### config.mk
export PLATFORM = sky130hd
export DESIGN_NAME = nas_core
export DESIGN_NICKNAME = d
export VERILOG_FILES = /design/src/hdl/nas_pkg.sv /design/src/hdl/nas_alu_if.sv /design/src/hdl/nas_alu.sv /design/src/hdl/nas_core.sv
export SDC_FILE = /design/constraint.sdc
export NUM_CORES = 1
export LEC_CHECK = 0
export BUFFER_PORTS_ARGS = -buffer_cell sky130_fd_sc_hd__buf_2
export CAP_MARGIN = 10
export CELL_PAD_IN_SITES_DETAIL_PLACEMENT = 1
export CELL_PAD_IN_SITES_GLOBAL_PLACEMENT = 1
export CORE_MARGIN = 2
export CORE_UTILIZATION = 41
export DETAILED_ROUTE_END_ITERATION = 8
export PLACE_DENSITY_LB_ADDON = 0.1
export SYNTH_ARGS = -nofsm -noshare
export SYNTH_HDL_FRONTEND = slang
export SYNTH_SLANG_ARGS = --single-unit
### constraint.sdc
create_clock -name i_clk -period 4.6 [get_ports i_clk]
set_input_delay 0 -clock i_clk [delete_from_list [all_inputs] [get_ports i_clk]]
set_output_delay 0 -clock i_clk [all_outputs]
set_load 0.03 [all_outputs]
### src/hdl/nas_pkg.sv
// Purpose: Shared constants and operation codes for the nibble ALU.
// Assumes: Operations arrive already decoded from the instruction sequencer.
// Notes:   Nibble widths follow the 4-bit core datapath; ROM words are 10 bits.
package nas_pkg;
    localparam int NIB_W        = 4;
    localparam int ROM_W        = 10;
    localparam int ROM_ADDR_W   = 7;
    localparam int TPTR_W       = 3;
    localparam logic [3:0] ACC_RST   = 4'h0;
    localparam logic [3:0] AUX_RST   = 4'h0;
    localparam logic [2:0] TPTR_RST  = 3'h0;
    localparam logic       CARRY_RST = 1'b0;
    // ROM word field positions and sum carry bit
    localparam int ROM_HI_LSB   = 8;
    localparam int ROM_AUX_LSB  = 4;
    localparam int ROM_ACC_LSB  = 0;
    localparam int CARRY_BIT    = 4;

    typedef enum logic [3:0] {
        NAS_OP_NONE,
        NAS_OP_LOAD_IMM,
        NAS_OP_TABLE,
        NAS_OP_ADD_MEM,
        NAS_OP_ADD_MEM_C,
        NAS_OP_ADD_IMM,
        NAS_OP_AND,
        NAS_OP_OR,
        NAS_OP_SET_C,
        NAS_OP_CLR_C,
        NAS_OP_SKIP_CZ,
        NAS_OP_CPL,
        NAS_OP_ROR,
        NAS_OP_SET_BIT,
        NAS_OP_CLR_BIT,
        NAS_OP_SKIP_BZ
    } nas_op_e;
endpackage

### src/hdl/nas_alu_if.sv
// Purpose: Carries operands and results between the control and the ALU.
// Assumes: Purely combinational results.
// Notes:   ctl drives operands, alu returns results.
`timescale 1ns/10ps
interface nas_alu_if;
    nas_pkg::nas_op_e op;
    logic [3:0]       acc;
    logic [3:0]       mem;
    logic [3:0]       imm;
    logic             carry;
    logic [3:0]       acc_res;
    logic             carry_res;
    logic [3:0]       mem_res;
    logic             skip_res;
    modport ctl (output op, acc, mem, imm, carry,
                 input acc_res, carry_res, mem_res, skip_res);
    modport alu (input op, acc, mem, imm, carry,
                 output acc_res, carry_res, mem_res, skip_res);
endinterface

### src/hdl/nas_alu.sv
// Purpose: Combinational nibble arithmetic, logic and bit operations.
// Assumes: Operands are stable for the whole cycle.
// Notes:   Overflow is the carry out of bit 3.
`timescale 1ns/10ps
module nas_alu (
    nas_alu_if.alu bus
);
    logic [4:0] sum_mem;
    logic [4:0] sum_memc;
    logic [4:0] sum_imm;
    logic [3:0] bit_mask;

    // Sums are one bit wider so the carry out of bit 3 is kept
    assign sum_mem  = {1'b0, bus.acc} + {1'b0, bus.mem};            // RULE20
    assign sum_memc = {1'b0, bus.acc} + {1'b0, bus.mem}
                      + {4'h0, bus.carry};
    assign sum_imm  = {1'b0, bus.acc} + {1'b0, bus.imm};
    assign bit_mask = 4'h1 << bus.imm[1:0];                          // RULE18

    // Result selection per operation
    always_comb begin
        bus.acc_res   = bus.acc;
        bus.carry_res = bus.carry;
        bus.mem_res   = bus.mem;
        bus.skip_res  = 1'b0;
        case (bus.op)
            nas_pkg::NAS_OP_LOAD_IMM:  bus.acc_res = bus.imm;        // RULE1
            nas_pkg::NAS_OP_ADD_MEM:   bus.acc_res = sum_mem[3:0];   // RULE6
            nas_pkg::NAS_OP_ADD_MEM_C: begin
                bus.acc_res   = sum_memc[3:0];                       // RULE7
                bus.carry_res = sum_memc[nas_pkg::CARRY_BIT];        // RULE7
            end
            nas_pkg::NAS_OP_ADD_IMM: begin
                bus.acc_res  = sum_imm[3:0];                         // RULE8
                bus.skip_res = ~sum_imm[nas_pkg::CARRY_BIT];         // RULE8
            end
            nas_pkg::NAS_OP_AND:    bus.acc_res = bus.acc & bus.mem; // RULE9
            nas_pkg::NAS_OP_OR:     bus.acc_res = bus.acc | bus.mem; // RULE10
            nas_pkg::NAS_OP_SET_C:  bus.carry_res = 1'b1;            // RULE11
            nas_pkg::NAS_OP_CLR_C:  bus.carry_res = 1'b0;            // RULE12
            nas_pkg::NAS_OP_SKIP_CZ: bus.skip_res = ~bus.carry;      // RULE13
            nas_pkg::NAS_OP_CPL:    bus.acc_res = ~bus.acc;          // RULE14
            nas_pkg::NAS_OP_ROR: begin
                bus.acc_res   = {bus.carry, bus.acc[3:1]};           // RULE15
                bus.carry_res = bus.acc[0];                          // RULE15
            end
            nas_pkg::NAS_OP_SET_BIT: bus.mem_res = bus.mem | bit_mask; // RULE16
            nas_pkg::NAS_OP_CLR_BIT: bus.mem_res = bus.mem & ~bit_mask; // RULE17
            nas_pkg::NAS_OP_SKIP_BZ:
                bus.skip_res = ((bus.mem & bit_mask) == 4'h0);       // RULE18
            default: ;
        endcase
    end
endmodule

### src/hdl/nas_core.sv
// What this block does
// RULE1: load_immediate writes the immediate field into the accumulator.
// RULE2: Back-to-back load_immediate: only the first acts, the rest skip.
// RULE3: table_lookup reads ROM at page, pointer and accumulator; loads aux, acc.
// RULE4: With upper_table_flag set, ROM bits 9..8 go to pointer low, msb cleared.
// RULE5: table_lookup holds one stack_level while the lookup runs.
// RULE6: add_memory adds memory to accumulator, carry unchanged.
// RULE7: add_memory_carry adds memory and carry; carry out to carry_flag.
// RULE8: add_immediate adds operand, carry kept, skips when no overflow.
// RULE9: AND combines accumulator with memory into accumulator.
// RULE10: OR combines accumulator with memory into accumulator.
// RULE11: set_carry_op sets carry, accumulator untouched.
// RULE12: clear_carry_op clears carry, accumulator untouched.
// RULE13: skip_if_carry_zero skips when carry is zero; carry kept.
// RULE14: complement_acc inverts the accumulator.
// RULE15: rotate_right_carry rotates accumulator right through carry.
// RULE16: set_mem_bit sets the indexed memory bit only.
// RULE17: clear_mem_bit clears the indexed memory bit only.
// RULE18: skip_if_mem_bit_zero skips when indexed bit 0..3 is zero.
// RULE19: A skipped instruction changes no register, flag or memory.
// RULE20: Datapath is four bits; overflow is carry out of bit 3.
//
// Purpose: Execution datapath of the 4-bit core.
// Assumes: i_op_valid pulses once per instruction; ROM answers next cycle.
// Notes:   table_lookup takes three cycles and stalls via o_busy.
`timescale 1ns/10ps
module nas_core #(
    parameter int PAGE_W = 7
) (
    // Clock and reset
    input  wire logic                        i_clk,
    input  wire logic                        i_rst,
    // Decoded instruction from sequencer
    input  wire logic                        i_op_valid,
    input  wire nas_pkg::nas_op_e            i_op,
    input  wire logic [3:0]                  i_imm,
    input  wire logic [PAGE_W-1:0]           i_page,
    input  wire logic                        i_upper_table_flag,
    // Data memory at pointer
    input  wire logic [3:0]                  i_mem_rdata,
    output logic      [3:0]                  o_mem_wdata,
    output logic                             o_mem_we,
    // Program ROM table port
    output logic      [PAGE_W+6:0]           o_rom_addr,
    output logic                             o_rom_re,
    input  wire logic [9:0]                  i_rom_data,
    // Return stack occupancy and stall
    output logic                             o_stack_push,
    output logic                             o_stack_pop,
    output logic                             o_busy,
    // Sequencer skip and visible state
    output logic                             o_skip,
    output logic      [3:0]                  o_acc,
    output logic      [3:0]                  o_aux,
    output logic                             o_carry,
    output logic      [2:0]                  o_table_ptr
);
    typedef enum logic [1:0] {
        NAS_ST_IDLE,
        NAS_ST_ROM,
        NAS_ST_LOAD
    } nas_st_e;

    nas_st_e     st_r;
    nas_st_e     st_nxt;
    logic [3:0]  acc_r;
    logic [3:0]  acc_nxt;
    logic [3:0]  aux_r;
    logic [3:0]  aux_nxt;
    logic [2:0]  tptr_r;
    logic [2:0]  tptr_nxt;
    logic        carry_r;
    logic        carry_nxt;
    logic        skip_pend_r;
    logic        prev_load_r;
    logic        upper_r;
    logic [PAGE_W+6:0] rom_addr_nxt;

    nas_alu_if alu_bus ();

    nas_alu u_alu (
        .bus (alu_bus)
    );

    wire logic executing = i_op_valid && (st_r == NAS_ST_IDLE);
    // Skipped slot: pending skip or a repeated load_immediate
    wire logic chain_load = (i_op == nas_pkg::NAS_OP_LOAD_IMM) && prev_load_r;
    wire logic suppress   = skip_pend_r || chain_load;            // RULE2
    wire logic active     = executing && !suppress;               // RULE19
    wire logic start_tbl  = active && (i_op == nas_pkg::NAS_OP_TABLE);

    // Operands to the ALU
    assign alu_bus.op    = active ? i_op : nas_pkg::NAS_OP_NONE;  // RULE19
    assign alu_bus.acc   = acc_r;
    assign alu_bus.mem   = i_mem_rdata;
    assign alu_bus.imm   = i_imm;
    assign alu_bus.carry = carry_r;

    // ROM address from page, pointer and accumulator
    assign rom_addr_nxt  = {i_page, tptr_r, acc_r};               // RULE3

    // Sequencer of the three-cycle table lookup
    always_comb begin
        st_nxt    = st_r;
        acc_nxt   = alu_bus.acc_res;
        aux_nxt   = aux_r;
        tptr_nxt  = tptr_r;
        carry_nxt = alu_bus.carry_res;
        case (st_r)
            NAS_ST_IDLE: if (start_tbl) st_nxt = NAS_ST_ROM;
            NAS_ST_ROM:  st_nxt = NAS_ST_LOAD;
            NAS_ST_LOAD: begin
                st_nxt  = NAS_ST_IDLE;
                aux_nxt = i_rom_data[nas_pkg::ROM_AUX_LSB +: 4];  // RULE3
                acc_nxt = i_rom_data[nas_pkg::ROM_ACC_LSB +: 4];  // RULE3
                if (upper_r) begin
                    tptr_nxt = {1'b0,
                        i_rom_data[nas_pkg::ROM_HI_LSB +: 2]};    // RULE4
                end
            end
            default: st_nxt = NAS_ST_IDLE;
        endcase
    end

    // Architectural state
    always_ff @(posedge i_clk or posedge i_rst) begin
        if (i_rst) begin
            st_r    <= NAS_ST_IDLE;
            acc_r   <= nas_pkg::ACC_RST;
            aux_r   <= nas_pkg::AUX_RST;
            tptr_r  <= nas_pkg::TPTR_RST;
            carry_r <= nas_pkg::CARRY_RST;
        end else begin
            st_r    <= st_nxt;
            acc_r   <= acc_nxt;
            aux_r   <= aux_nxt;
            tptr_r  <= tptr_nxt;
            carry_r <= carry_nxt;
        end
    end

    // Skip and load-chain tracking; a skipped slot clears the pending skip
    always_ff @(posedge i_clk or posedge i_rst) begin
        if (i_rst) begin
            skip_pend_r <= 1'b0;
            prev_load_r <= 1'b0;
            upper_r     <= 1'b0;
        end else if (executing) begin
            skip_pend_r <= active && alu_bus.skip_res;
            prev_load_r <= (i_op == nas_pkg::NAS_OP_LOAD_IMM);    // RULE2
            if (start_tbl) upper_r <= i_upper_table_flag;         // RULE4
        end
    end

    // Registered outputs
    always_ff @(posedge i_clk or posedge i_rst) begin
        if (i_rst) begin
            o_mem_wdata  <= 4'h0;
            o_mem_we     <= 1'b0;
            o_rom_addr   <= '0;
            o_rom_re     <= 1'b0;
            o_stack_push <= 1'b0;
            o_stack_pop  <= 1'b0;
            o_busy       <= 1'b0;
            o_skip       <= 1'b0;
        end else begin
            o_mem_wdata  <= alu_bus.mem_res;
            o_mem_we     <= active &&
                (i_op == nas_pkg::NAS_OP_SET_BIT ||
                 i_op == nas_pkg::NAS_OP_CLR_BIT);                // RULE16
            o_rom_addr   <= rom_addr_nxt;
            o_rom_re     <= start_tbl;                            // RULE3
            o_stack_push <= start_tbl;                            // RULE5
            o_stack_pop  <= (st_r == NAS_ST_LOAD);                // RULE5
            o_busy       <= (st_nxt != NAS_ST_IDLE);
            o_skip       <= active && alu_bus.skip_res;           // RULE8
        end
    end

    assign o_acc       = acc_r;
    assign o_aux       = aux_r;
    assign o_carry     = carry_r;
    assign o_table_ptr = tptr_r;
endmodule

# Word level (Yosys, flattened, before mapping)
# Index checks and enable logic that the tools add are counted.
[word_totals]
inputBits = 33
ram_bits = 0
memories = 0
reg_bits = 38
output_inout_bits = 36
rom_bits = 0
latchBits = 0
[op_classes]
n_mul = 0
n_addsub = 3
n_eq_ne = 20
order_cmp = 0
n_div = 0
bitwise = 9
reduce_logical = 16
muxes = 8
shifts = 1
[ops]
columns = ["cell", "n"]
rows = [
  ["equality test 4 bit, second input constant", 10],
  ["case mux 4 bit (8 select lines)", 1],
  ["equality test 4 x 3 -> 1 bit, second input constant", 4],
  ["bitwise AND 4 bit", 3],
  ["adder 4 x 4 -> 5 bit", 2],
  ["nonzero test 9 bit", 1],
  ["equality test 4 x 1 -> 1 bit, second input constant", 2],
  ["equality test 4 x 2 -> 1 bit, second input constant", 2],
  ["2-to-1 mux 4 bit", 2],
  ["inverter 4 bit", 2],
  ["bitwise OR 4 bit", 2],
  ["case mux 4 bit (2 select lines)", 1],
  ["logical AND 1 bit", 6],
  ["adder 5 x 1 -> 5 bit", 1],
  ["zero test 4 bit", 1],
  ["case mux 1 bit (4 select lines)", 1],
  ["case mux 2 bit (2 select lines)", 1],
  ["AND reduction 2 bit", 2],
  ["nonzero test 4 bit", 1],
  ["<< shifter 1 x 2 -> 4 bit, first input constant", 1],
  ["case mux 1 bit (3 select lines)", 1],
  ["equality test 2 x 1 -> 1 bit, second input constant", 1],
  ["equality test 2 bit, second input constant", 1],
  ["zero test 2 bit", 1],
  ["5 further kinds", 7],
]

# Depth between registers and ports, before layout
# Gate-level depths: netlist (run 1).
[depth]
ltp_word = 9
depth_mapped = 10
depth_no_buf = 10

# By module
# A second synthesis (run 1) with hierarchy kept.
[unflattened]
cells_unflattened = 228
area_unflattened_um2 = 2303.5
[modules_own_cells]
columns = ["module", "area_each_um2", "n_inst", "cells_per_inst", "seq_area_each_um2"]
rows = [
  ["nas_core", 1285.0, 1, 76, 950.9],
  ["nas_alu", 1018.5, 1, 152, 0.0],
]

# Worst setup path before layout (run 1)
# Ideal clock, no wire load.
[synth_path]
path_type = "reg2reg"
start = "register acc_r[0], in the netlist o_acc[0]"
end = "register acc_r[1], in the netlist o_acc[1]"
path_buffers = 0
stages_incl_launch_ff = 10
arrival_ns = 2.395
setup_ns = 0.099
setup_slack_ns = 2.106
required_time_ns = 4.501
cell_sequence = "dfrtp_1 -> ha_1 -> fa_1 -> ha_1 -> nor2b_1 -> a211oi_1 -> a211o_1 -> a21oi_1 -> nor3_1 -> a311oi_1"
[synth_between]
elab_chain_len = 4
word_cells_on_any_way = 5
[synth_lines]
columns = ["item", "line", "source"]
rows = [
  ["start: declaration", "nas_core.sv:66", "logic [3:0] acc_r;"],
  ["start signal: assignment", "nas_core.sv:129", "acc_r <= nas_pkg::ACC_RST;"],
  ["start signal: assignment", "nas_core.sv:135", "acc_r <= acc_nxt;"],
  ["adder 4 x 4 -> 5 bit", "nas_alu.sv:15", "assign sum_memc = {1'b0, bus.acc} + {1'b0, bus.mem}"],
  ["adder 5 x 1 -> 5 bit", "nas_alu.sv:16", "+ {4'h0, bus.carry};"],
  ["case mux 4 bit (8 select lines) (*)", "nas_alu.sv:26", "case (bus.op)"],
  ["2-to-1 mux 4 bit (*)", "nas_core.sv:109", "case (st_r)"],
]
# Every way passes the cells marked *; elsewhere a longest branch is shown, timed or not.
# A chain may end at the register's enable or synchronous reset.

# Final worst setup path (run 1)
# Ends and elaborated chain as after synthesis.

==> results.toml, run 1 <==
[critical_path]
cp.required_ns = 4.80
critical_path_class = "flop to flop"
worstReg2RegEnd = "o_acc[1]"
worstSetupEndpoint = "o_acc[1]"
end_kind = "flop"
worst_r2r_path_depth = 9
reg2reg_from = "o_acc[0]"
critPathLaunchType = "flop"
cp_max_fo = 8
cp.arrival_ns = 2.79
critical_path.startpoint = "o_acc[0]"
r2r_slack_ns = 2.01

[job]
cap_violations = 0

[cells_and_area]
area_growth_syn_to_layout_pct = 30.2
fillers = 597
finalNetCount = 351
final_area_sq_um = 2880
diodes = 0
final-instance-count-excl-fill = 373
drive_above_1_share_pct = 28.7

[synthesis]
synthAdderAreaFrac_pct = 9.73
synthTopCellsByArea = "dfrtp_1 (43%), ha_1 (7.9%), nand2_1 (3.6%)"
synth_top_area_share_pct = 43.0
ys_seq_area_share_pct = 43.0
yosysTopAreaCell = "dfrtp_1"
yosys_warnings = 0
synthFlopType = "dfrtp_1"
netlist_area_sq_um = 2210
ys_ff_latch = 38
syn_inst = 224
synth_top_family_by_area = "compound AO/OA/AOI/OAI gates"
muxShareOfSynthArea_pct = 5.03
synth-simple-area-share_pct = 16.0
synthArstFlopShare_pct = 100
synth_compound_area_share_pct = 18.5
yosysUniqueCellTypes = 52
synth-edff-count = 0
synth_area_per_cell_sq_um = 9.88
synth-xor-area-share_pct = 2.38

[pwr]
power_frac_clock_pct = 29.0
p_sw_share_pct = 36.2
p_leak_nw = 1.40
cell_internal_pwr_uw = 772
pwr-share-comb_pct = 35.3
powerDensity_nw_per_um2 = 420
p_sw_uw = 439
ir_drop_mv = 0.173
power_frac_seq_pct = 35.8

[route]
vias = 2040
firstDrtPassIters = 4
first_iter_violations = 79
viasPerCell = 5.47
ant_nets = 0
avgRoutedWirePerCell_um = 18.9
drc = 0
routed_wl_um = 7060

[die]
io_pins = 69
die_area_sq_um = 6000
fp-row-count = 26
die_h_um = 77.5
initial_utilization_pct = 42.8
core_area_sq_um = 5170
die_w_um = 77.5

[placed_design]
dp_hpwl_um = 4700
place_area_sq_um = 2580
gp_congestion = 0.823
dp.cells = 349
pre_cts_ws_ns = 2.07
portBuffers = 66

[worst_hold_path]
holdCritPathClass = "input pin to flop"
min_path_cells = 3

[grt]
grt_antenna_before_repair = 0
first_global_vias = 2141
gr-total-overflow = 0
grtUsageTotal_pct = 24.7
grt_pass1_wl_um = 11400
grt_max_degree = 31

[sta]
period_minus_slack_ns = 2.59
rsz0062_at_grt = "false"
slew-limit-headroom_pct = 42.8
fmax_mhz = 386
hold_slack_ns = 0.00483
worst_slew_pin_slew_ns = 0.855
slew_viol_final = 0
hold_viol_final = 0
clock_skew_ns = 0.00486
fin_ws_ns = 2.01
setup_viol = 0
fin_crit_sh_pct = 56.4
fin_tns_setup_ns = 0

[clock_network]
root_buffer = "clkbuf_8"
cts.path.max_buffers = 2
htreeDepth = 2
cts_buffers = 5
cts_setup_buffers = 0
cts_tree = "built"
clk_latency_ns = 0.29
clk_pin_slew_ns = 0.08
cts_num_sinks = 38
cts.repair.resized = 0

[outcome]
status = "completed"
==> worst max-delay path, stage by stage (launching register included) <==
cell	delay, ns
dfrtp_1	0.54
ha_1	0.28
fa_1	0.47
ha_1	0.31
nor2b_1	0.12
a211oi_1	0.06
a211o_1	0.29
a21oi_1	0.13
nor3_1	0.07
a311oi_1	0.23
==> per-stage QoR <==
stage,utilization (%),power (mW)
after floorplan,-,0.715
after global placement,49.8,0.835
after detailed placement,49.8,0.845
after CTS,55.7,1.21
after global routing,55.7,1.27
final,55.7,1.21
==> power by group through the flow <==
stage / Clock [mW] / Sequential (mW) / Combinational (mW)
3_5_place_dp: 0 / 0.435 / 0.410
6_report: 0.351 / 0.433 / 0.427
3_3_place_gp: 0 / 0.431 / 0.404
4_1_cts: 0.352 / 0.428 / 0.425
5_1_grt: 0.369 / 0.440 / 0.466
2_1_floorplan: 0 / 0.515 / 0.200
==> layout by cell type (no fill, tap or decap), drive strengths merged, types with 3 or more instances in the layout <==
master       instances
buf                 67
dfrtp               38
nand2               21
dlygate4sd3         16
a21oi               14
ha                  14
inv                 14
o21ai               13
nor2                10
nor3                 9
mux2                 7
nand3                6
clkbuf               6
a21o                 5
a31oi                5
or3                  4
nand3b               3
nor2b                3
a211oi               3
xor2                 3
xnor2                3
o211ai               3
o2111ai              3
==> per-layer routing <==
| layer | track usage [%] | wire length [um] | part of all wire [%] |
|---|---|---|---|
| met1 | 31.5 | 3050 | 43 |
| met2 | 45.1 | 3720 | 53 |
| met3 | 2.67 | 227 | 3.2 |
| met4 | 5.36 | 67 | 0.95 |
| met5 | 0 | 0 | 0 |
==> layout make-up <==
type,instances,area [sq um],area share (%)
inverters,14,52.6,1.82
clock inverters,2,60.1,2.09
repair buffers,83,498,17.3
well taps,70,87.6,3.04
multi-input cells,160,1150,39.9
flip-flops and latches,38,951,33.0
clock buffers,6,82.6,2.87
==> repair_timing <==
item                       CTS  global route
hold endpoints to repair    26             0
setup endpoints to repair    0             0
hold buffers                16             0
==> registers in the layout, summed over array words and instances (netlist names) <==
register / cells
o_mem_we: 1
o_skip: 1
upper_r: 1
o_busy: 1
o_aux: 4
o_rom_addr: 13
o_table_ptr: 2
o_mem_wdata: 4
skip_pend_r: 1
prev_load_r: 1
o_acc: 4
st_r: 2
o_stack_pop: 1
o_carry: 1
o_stack_push: 1
==> cells in the mapped netlist (2+ instances only) <==
cell type  count
a211oi_1       3
a21o_1         5
a21oi_1       14
a311oi_1       2
a31oi_1        4
buf_1          3
buf_2          3
buf_4          3
clkbuf_1       4
dfrtp_1       38
fa_1           2
ha_1          14
inv_1         13
mux2_2         6
nand2_1       21
nand2b_1       2
nand3_1        6
nand3b_1       3
nor2_1        10
nor2b_1        3
nor3_1         8
nor4_1         2
o2111ai_1      3
o211ai_1       3
o21a_1         2
o21ai_0       13
o31ai_1        2
o41ai_1        2
or3_1          3
xnor2_1        3
xor2_1         3
==> kinds of logic (layout without fill, tap and decap cells) <==
logic type	Yosys count	count (layout)
xor+xnor	6	6
other cells	1	2
flops	38	38
compound gates	61	61
fa+ha+maj	16	16
mux	9	9
simple gates	66	66
buf+inv	27	105
==> how the worst min path moves through the flow <==
stage	from	slack (ns)	to
finish	i_rom_data[2]	0.005	o_acc[2]
detailed placement	i_rst	0.03	o_rom_addr[9]
global placement	i_rst	0.02	o_rom_addr[9]
floorplan	i_page[3]	0.03	o_rom_addr[10]
global route	i_rom_data[2]	0.01	o_acc[2]
CTS	i_rom_data[2]	0.006	o_acc[2]
No activity file was read; power rests on OpenSTA's default activity.
==> run 2, diff against run 1 <==
Settings changed: CORE_UTILIZATION 41 to 38.
Clock period 4.6 ns to 2.5 ns, I/O delays scaled along.
==> results.toml, run 2 (same netlist as run 1, synthesis figures left out) <==
[cells_and_area]
area_growth_syn_to_layout_pct = 36.0
diodes = 0
final_util_pct = 54.0
layout_common_cells = "buf_2 (66), dfrtp_1 (38), nand2_1 (21), dlygate4sd3_1 (19)"
final_area_sq_um = 3010
top_register = "o_rom_addr"
largest_reg_flops = 13
drive_above_1_share_pct = 31.4
finalNetCount = 363
layout_commonest_cell = "buf_2"

[clock_network]
root_buffer = "clkbuf_8"
cts_buffers = 5
clk_latency_ns = 0.30
htreeDepth = 2
cts_tree = "built"
cts_setup_buffers = 0
cts.path.max_buffers = 2
clk_pin_slew_ns = 0.08
cts_num_sinks = 38

[sta]
hold_viol_final = 0
rsz0062_at_grt = "true"
fmax_mhz = 415
slew-limit-headroom_pct = 66.5
fin_ws_ns = 0.0891
period_minus_slack_ns = 2.41
clock_skew_ns = 0.0121
fin_crit_sh_pct = 96.4
setup_viol = 0
slew_viol_final = 0
worst_slew_pin_slew_ns = 0.498
hold_slack_ns = 0.00869

[route]
vias = 2085
drc = 0
routed_wl_um = 6780
first_iter_violations = 81
firstDrtPassIters = 4
avgRoutedWirePerCell_um = 17.5
ant_nets = 0
viasPerCell = 5.39

[job]
cap_violations = 0

[die]
core_area_sq_um = 5570
die_w_um = 80.3
die_area_sq_um = 6450
initial_utilization_pct = 39.7
io_pins = 69
fp-row-count = 27
die_h_um = 80.3

[grt]
gr-total-overflow = 0
grt_antenna_before_repair = 0
grtUsageTotal_pct = 22.1
first_global_vias = 2114
grt_pass1_wl_um = 10700
grt_max_degree = 39

[worst_hold_path]
min_path_cells = 3
holdCritPathClass = "input pin to flop"

[placed_design]
dp_hpwl_um = 4890
place_area_sq_um = 2650
gp_congestion = 0.861
portBuffers = 66
pre_cts_ws_ns = 0.104

[critical_path]
worst_r2r_path_depth = 9
crit_path_top_delay_cell = "fa_1"
critical_path_class = "flop to flop"
critPathLaunchType = "flop"
cp.required_ns = 2.71
cp_max_fo = 3
slowest_delay_ns = 0.52
cp.arrival_ns = 2.62
path_cells = "ha_4 -> fa_1 -> ha_1 -> nor2b_1 -> a211oi_1 -> a211o_1 -> a21oi_2 -> nor3_1 -> a311oi_1"
end_kind = "flop"

[pwr]
ir_drop_mv = 0.340
powerDensity_nw_per_um2 = 764
p_leak_nw = 1.45
power.total_mw = 2.30

[outcome]
status = "completed"
[run 2: what timing repair did]
item | CTS | global route
hold endpoints to repair | 57 | 0
hold buffers | 19 | 0
setup endpoints to repair | 0 | 2
gates resized for setup | 0 | 5
[run 2: final timing paths]
path	end	startpoint	slack [ns]
worst min register to register	o_rom_addr[5]	o_table_ptr[1]	0.41
max in group asynchronous	st_r[1]	i_rst	1.78
worst min-delay path	o_mem_wdata[1]	i_mem_rdata[1]	0.009
worst max register to register	o_acc[1]	o_acc[0]	0.09
worst max-delay path	o_acc[1]	o_acc[0]	0.09
min in group asynchronous	o_rom_addr[1]	i_rst	0.37
[run 2: cell type report]
type	instances	area, sq um
clock inverters	2	60.1
repair buffers	95	599
well taps	72	90.1
flip-flops and latches	38	951
inverters	14	52.6
clock buffers	6	82.6
fillers	647	2570
multi-input cells	160	1170
[run 2: per-layer routing]
layer | vias to the layer above | share of wire, % | global-route usage [%]
li1 | 990 | - | -
met4 | 0 | 1.9 | 8.47
met3 | 9 | 5.2 | 2.58
met5 | - | 0 | 0
met2 | 78 | 48 | 36.8
met1 | 1008 | 45 | 29.3
[run 2: power by group]
part,internal [mW],switching (mW)
clock,0.426,0.230
sequential,0.704,0.0488
combinational,0.331,0.558
[run 2: worst max-delay path, delay by kind of cell (launching register included)]
| family | cells | cell delay (ns) |
|---|---|---|
| AO/OA/AOI/OAI | 4 | 0.68 |
| adder cells (fa/ha/maj) | 3 | 1.01 |
| flip-flops | 1 | 0.43 |
| AND/OR/NAND/NOR | 2 | 0.20 |
[run 2: stage by stage]
stage	setup TNS, ns	std cells
6_report	0	387
4_1_cts	0	387
3_3_place_gp	0	360
5_1_grt	-0.0376	387
2_1_floorplan	0	225
3_5_place_dp	0	360
==> run 3, diff against run 2 <==
Settings changed: PLACE_DENSITY from default to 0.83, PLACE_DENSITY_LB_ADDON 0.1 to default.
==> results.toml, run 3 (same netlist as run 1, synthesis figures left out) <==
[pwr]
p_sw_uw = 819
cell_internal_pwr_mw = 1.42
p_leak_nw = 1.45
powerDensity_nw_per_um2 = 754
p_sw_share_pct = 36.5
ir_drop_mv = 0.301
pwr-share-comb_pct = 37.6
power_frac_seq_pct = 33.6
power_frac_clock_pct = 28.8

[cells_and_area]
regArea_sq_um = 951
largest_reg_flops = 13
final-instance-count-excl-fill = 387
layout_common_cells = "buf_2 (66), dfrtp_1 (38), nand2_1 (21), dlygate4sd3_1 (17), a21oi_1 (14)"
multi_input_area_sq_um = 1150
diodes = 0
drive_above_1_share_pct = 31.4
finalNetCount = 363
area_growth_syn_to_layout_pct = 34.4
top_register = "o_rom_addr"
fillers = 661
layout_commonest_cell = "buf_2"

[die]
die_w_um = 80.3
fp-row-count = 27
die_area_sq_um = 6450
initial_utilization_pct = 39.7
io_pins = 69
die_h_um = 80.3
core_area_sq_um = 5570

[sta]
hold_slack_ns = 0.00606
slew-limit-headroom_pct = 52.3
clock_skew_ns = 0.0132
fin_crit_sh_pct = 93.7
fmax_mhz = 427
hold_viol_final = 0
slew_viol_final = 0
period_minus_slack_ns = 2.34
fin_tns_setup_ns = 0
rsz0062_at_grt = "false"
worst_slew_pin_slew_ns = 0.714
setup_viol = 0

[job]
cap_violations = 0

[grt]
grtUsageTotal_pct = 23.0
first_global_vias = 2174
grt_antenna_before_repair = 0
grt_pass1_wl_um = 11100
gr-total-overflow = 0
grt_max_degree = 23

[critical_path]
cp.arrival_ns = 2.55
worst_r2r_path_depth = 9
critPathLaunchType = "flop"
cp.depth = 9
crit_family = "adder cells"
crit_path_top_delay_cell = "fa_1"
slowest_delay_ns = 0.50
critical_path_class = "flop to flop"
end_kind = "flop"
cp.required_ns = 2.70
cp_max_fo = 3
path_buf_inv = 0
path_cells = "ha_2 -> fa_1 -> ha_1 -> nor2b_1 -> a211oi_1 -> a211o_1 -> a21oi_1 -> nor3_1 -> a311oi_1"

[clock_network]
cts_num_sinks = 38
htreeDepth = 2
cts.path.max_buffers = 2
clk_pin_slew_ns = 0.09
cts_tree = "built"
root_buffer = "clkbuf_8"
cts_setup_buffers = 0
clk_latency_ns = 0.30
cts_buffers = 5

[worst_hold_path]
min_path_cells = 3
holdCritPathClass = "input pin to flop"

[placed_design]
gp_congestion = 1.01
dp.cells = 362
dp_hpwl_um = 5190
portBuffers = 66

[route]
routed_wl_um = 6900
avgRoutedWirePerCell_um = 17.8
drc = 0
vias = 2075
firstDrtPassIters = 4
viasPerCell = 5.36
first_iter_violations = 98
ant_nets = 0

[outcome]
status = "completed"
## run 3: worst paths after layout
kind / start / to / slack, ns
worst max-delay path: o_acc[0] / o_acc[1] / 0.16
worst min-delay path: i_mem_rdata[3] / o_mem_wdata[3] / 0.006
worst max register to register: o_acc[0] / o_acc[1] / 0.16
worst min register to register: o_table_ptr[1] / o_rom_addr[5] / 0.40
max in group asynchronous: i_rst / o_rom_addr[10] / 1.36
min in group asynchronous: i_rst / o_mem_we / 0.37
## run 3: stage by stage
| step | utilization [%] | power [mW] | cell area [sq um] | setup slack (ns) |
|---|---|---|---|---|
| after floorplan | - | 1.32 | 2220 | 0.00584 |
| after global placement | 47.8 | 1.57 | 2660 | 0.191 |
| after detailed placement | 47.8 | 1.59 | 2660 | 0.0984 |
| after CTS | 53.3 | 2.26 | 2970 | 0.0940 |
| after global routing | 53.3 | 2.37 | 2970 | 0.00249 |
| final | 53.3 | 2.24 | 2970 | 0.157 |
## run 3: what timing repair did
action                                 in CTS  in global routing
setup endpoints to repair                   0                  1
gates resized for setup                     0                  1
hold buffers                               17                  0
endpoints found under the hold margin      32                  0
## run 3: cell type report
class	instances	area share [%]
multi-input combinational	160	38.7
inverter	14	1.77
clock inverter	3	2.31
clock buffer	5	2.31
timing repair buffer	95	19.9
sequential	38	32.0
tap	72	3.03
## run 3: worst reg2reg max path: stages (launching register included)
cell and delay [ns]:
dfrtp_1 0.40, ha_2 0.21, fa_1 0.50, ha_1 0.30, nor2b_1 0.13, a211oi_1 0.06, a211o_1 0.28, a21oi_1 0.12
nor3_1 0.07, a311oi_1 0.19
## run 3: power groups by stage
stage / Combinational [mW] / Sequential (mW) / Clock [mW]
floorplan: 0.368 / 0.948 / 0
global placement: 0.803 / 0.763 / 0
detailed placement: 0.821 / 0.767 / 0
CTS: 0.846 / 0.755 / 0.659
global route: 0.921 / 0.765 / 0.687
finish: 0.844 / 0.754 / 0.645
## run 3: per-layer routing
| metal | vias up | wire length, um | share of wire, % | global-route usage, % |
|---|---|---|---|---|
| met5 | - | 0 | 0 | 0 |
| met4 | 0 | 74 | 1.1 | 5.08 |
| met3 | 8 | 371 | 5.4 | 4.72 |
| met2 | 73 | 3380 | 49 | 39.2 |
| met1 | 1010 | 3070 | 44 | 30.0 |
| li1 | 984 | - | - | - |
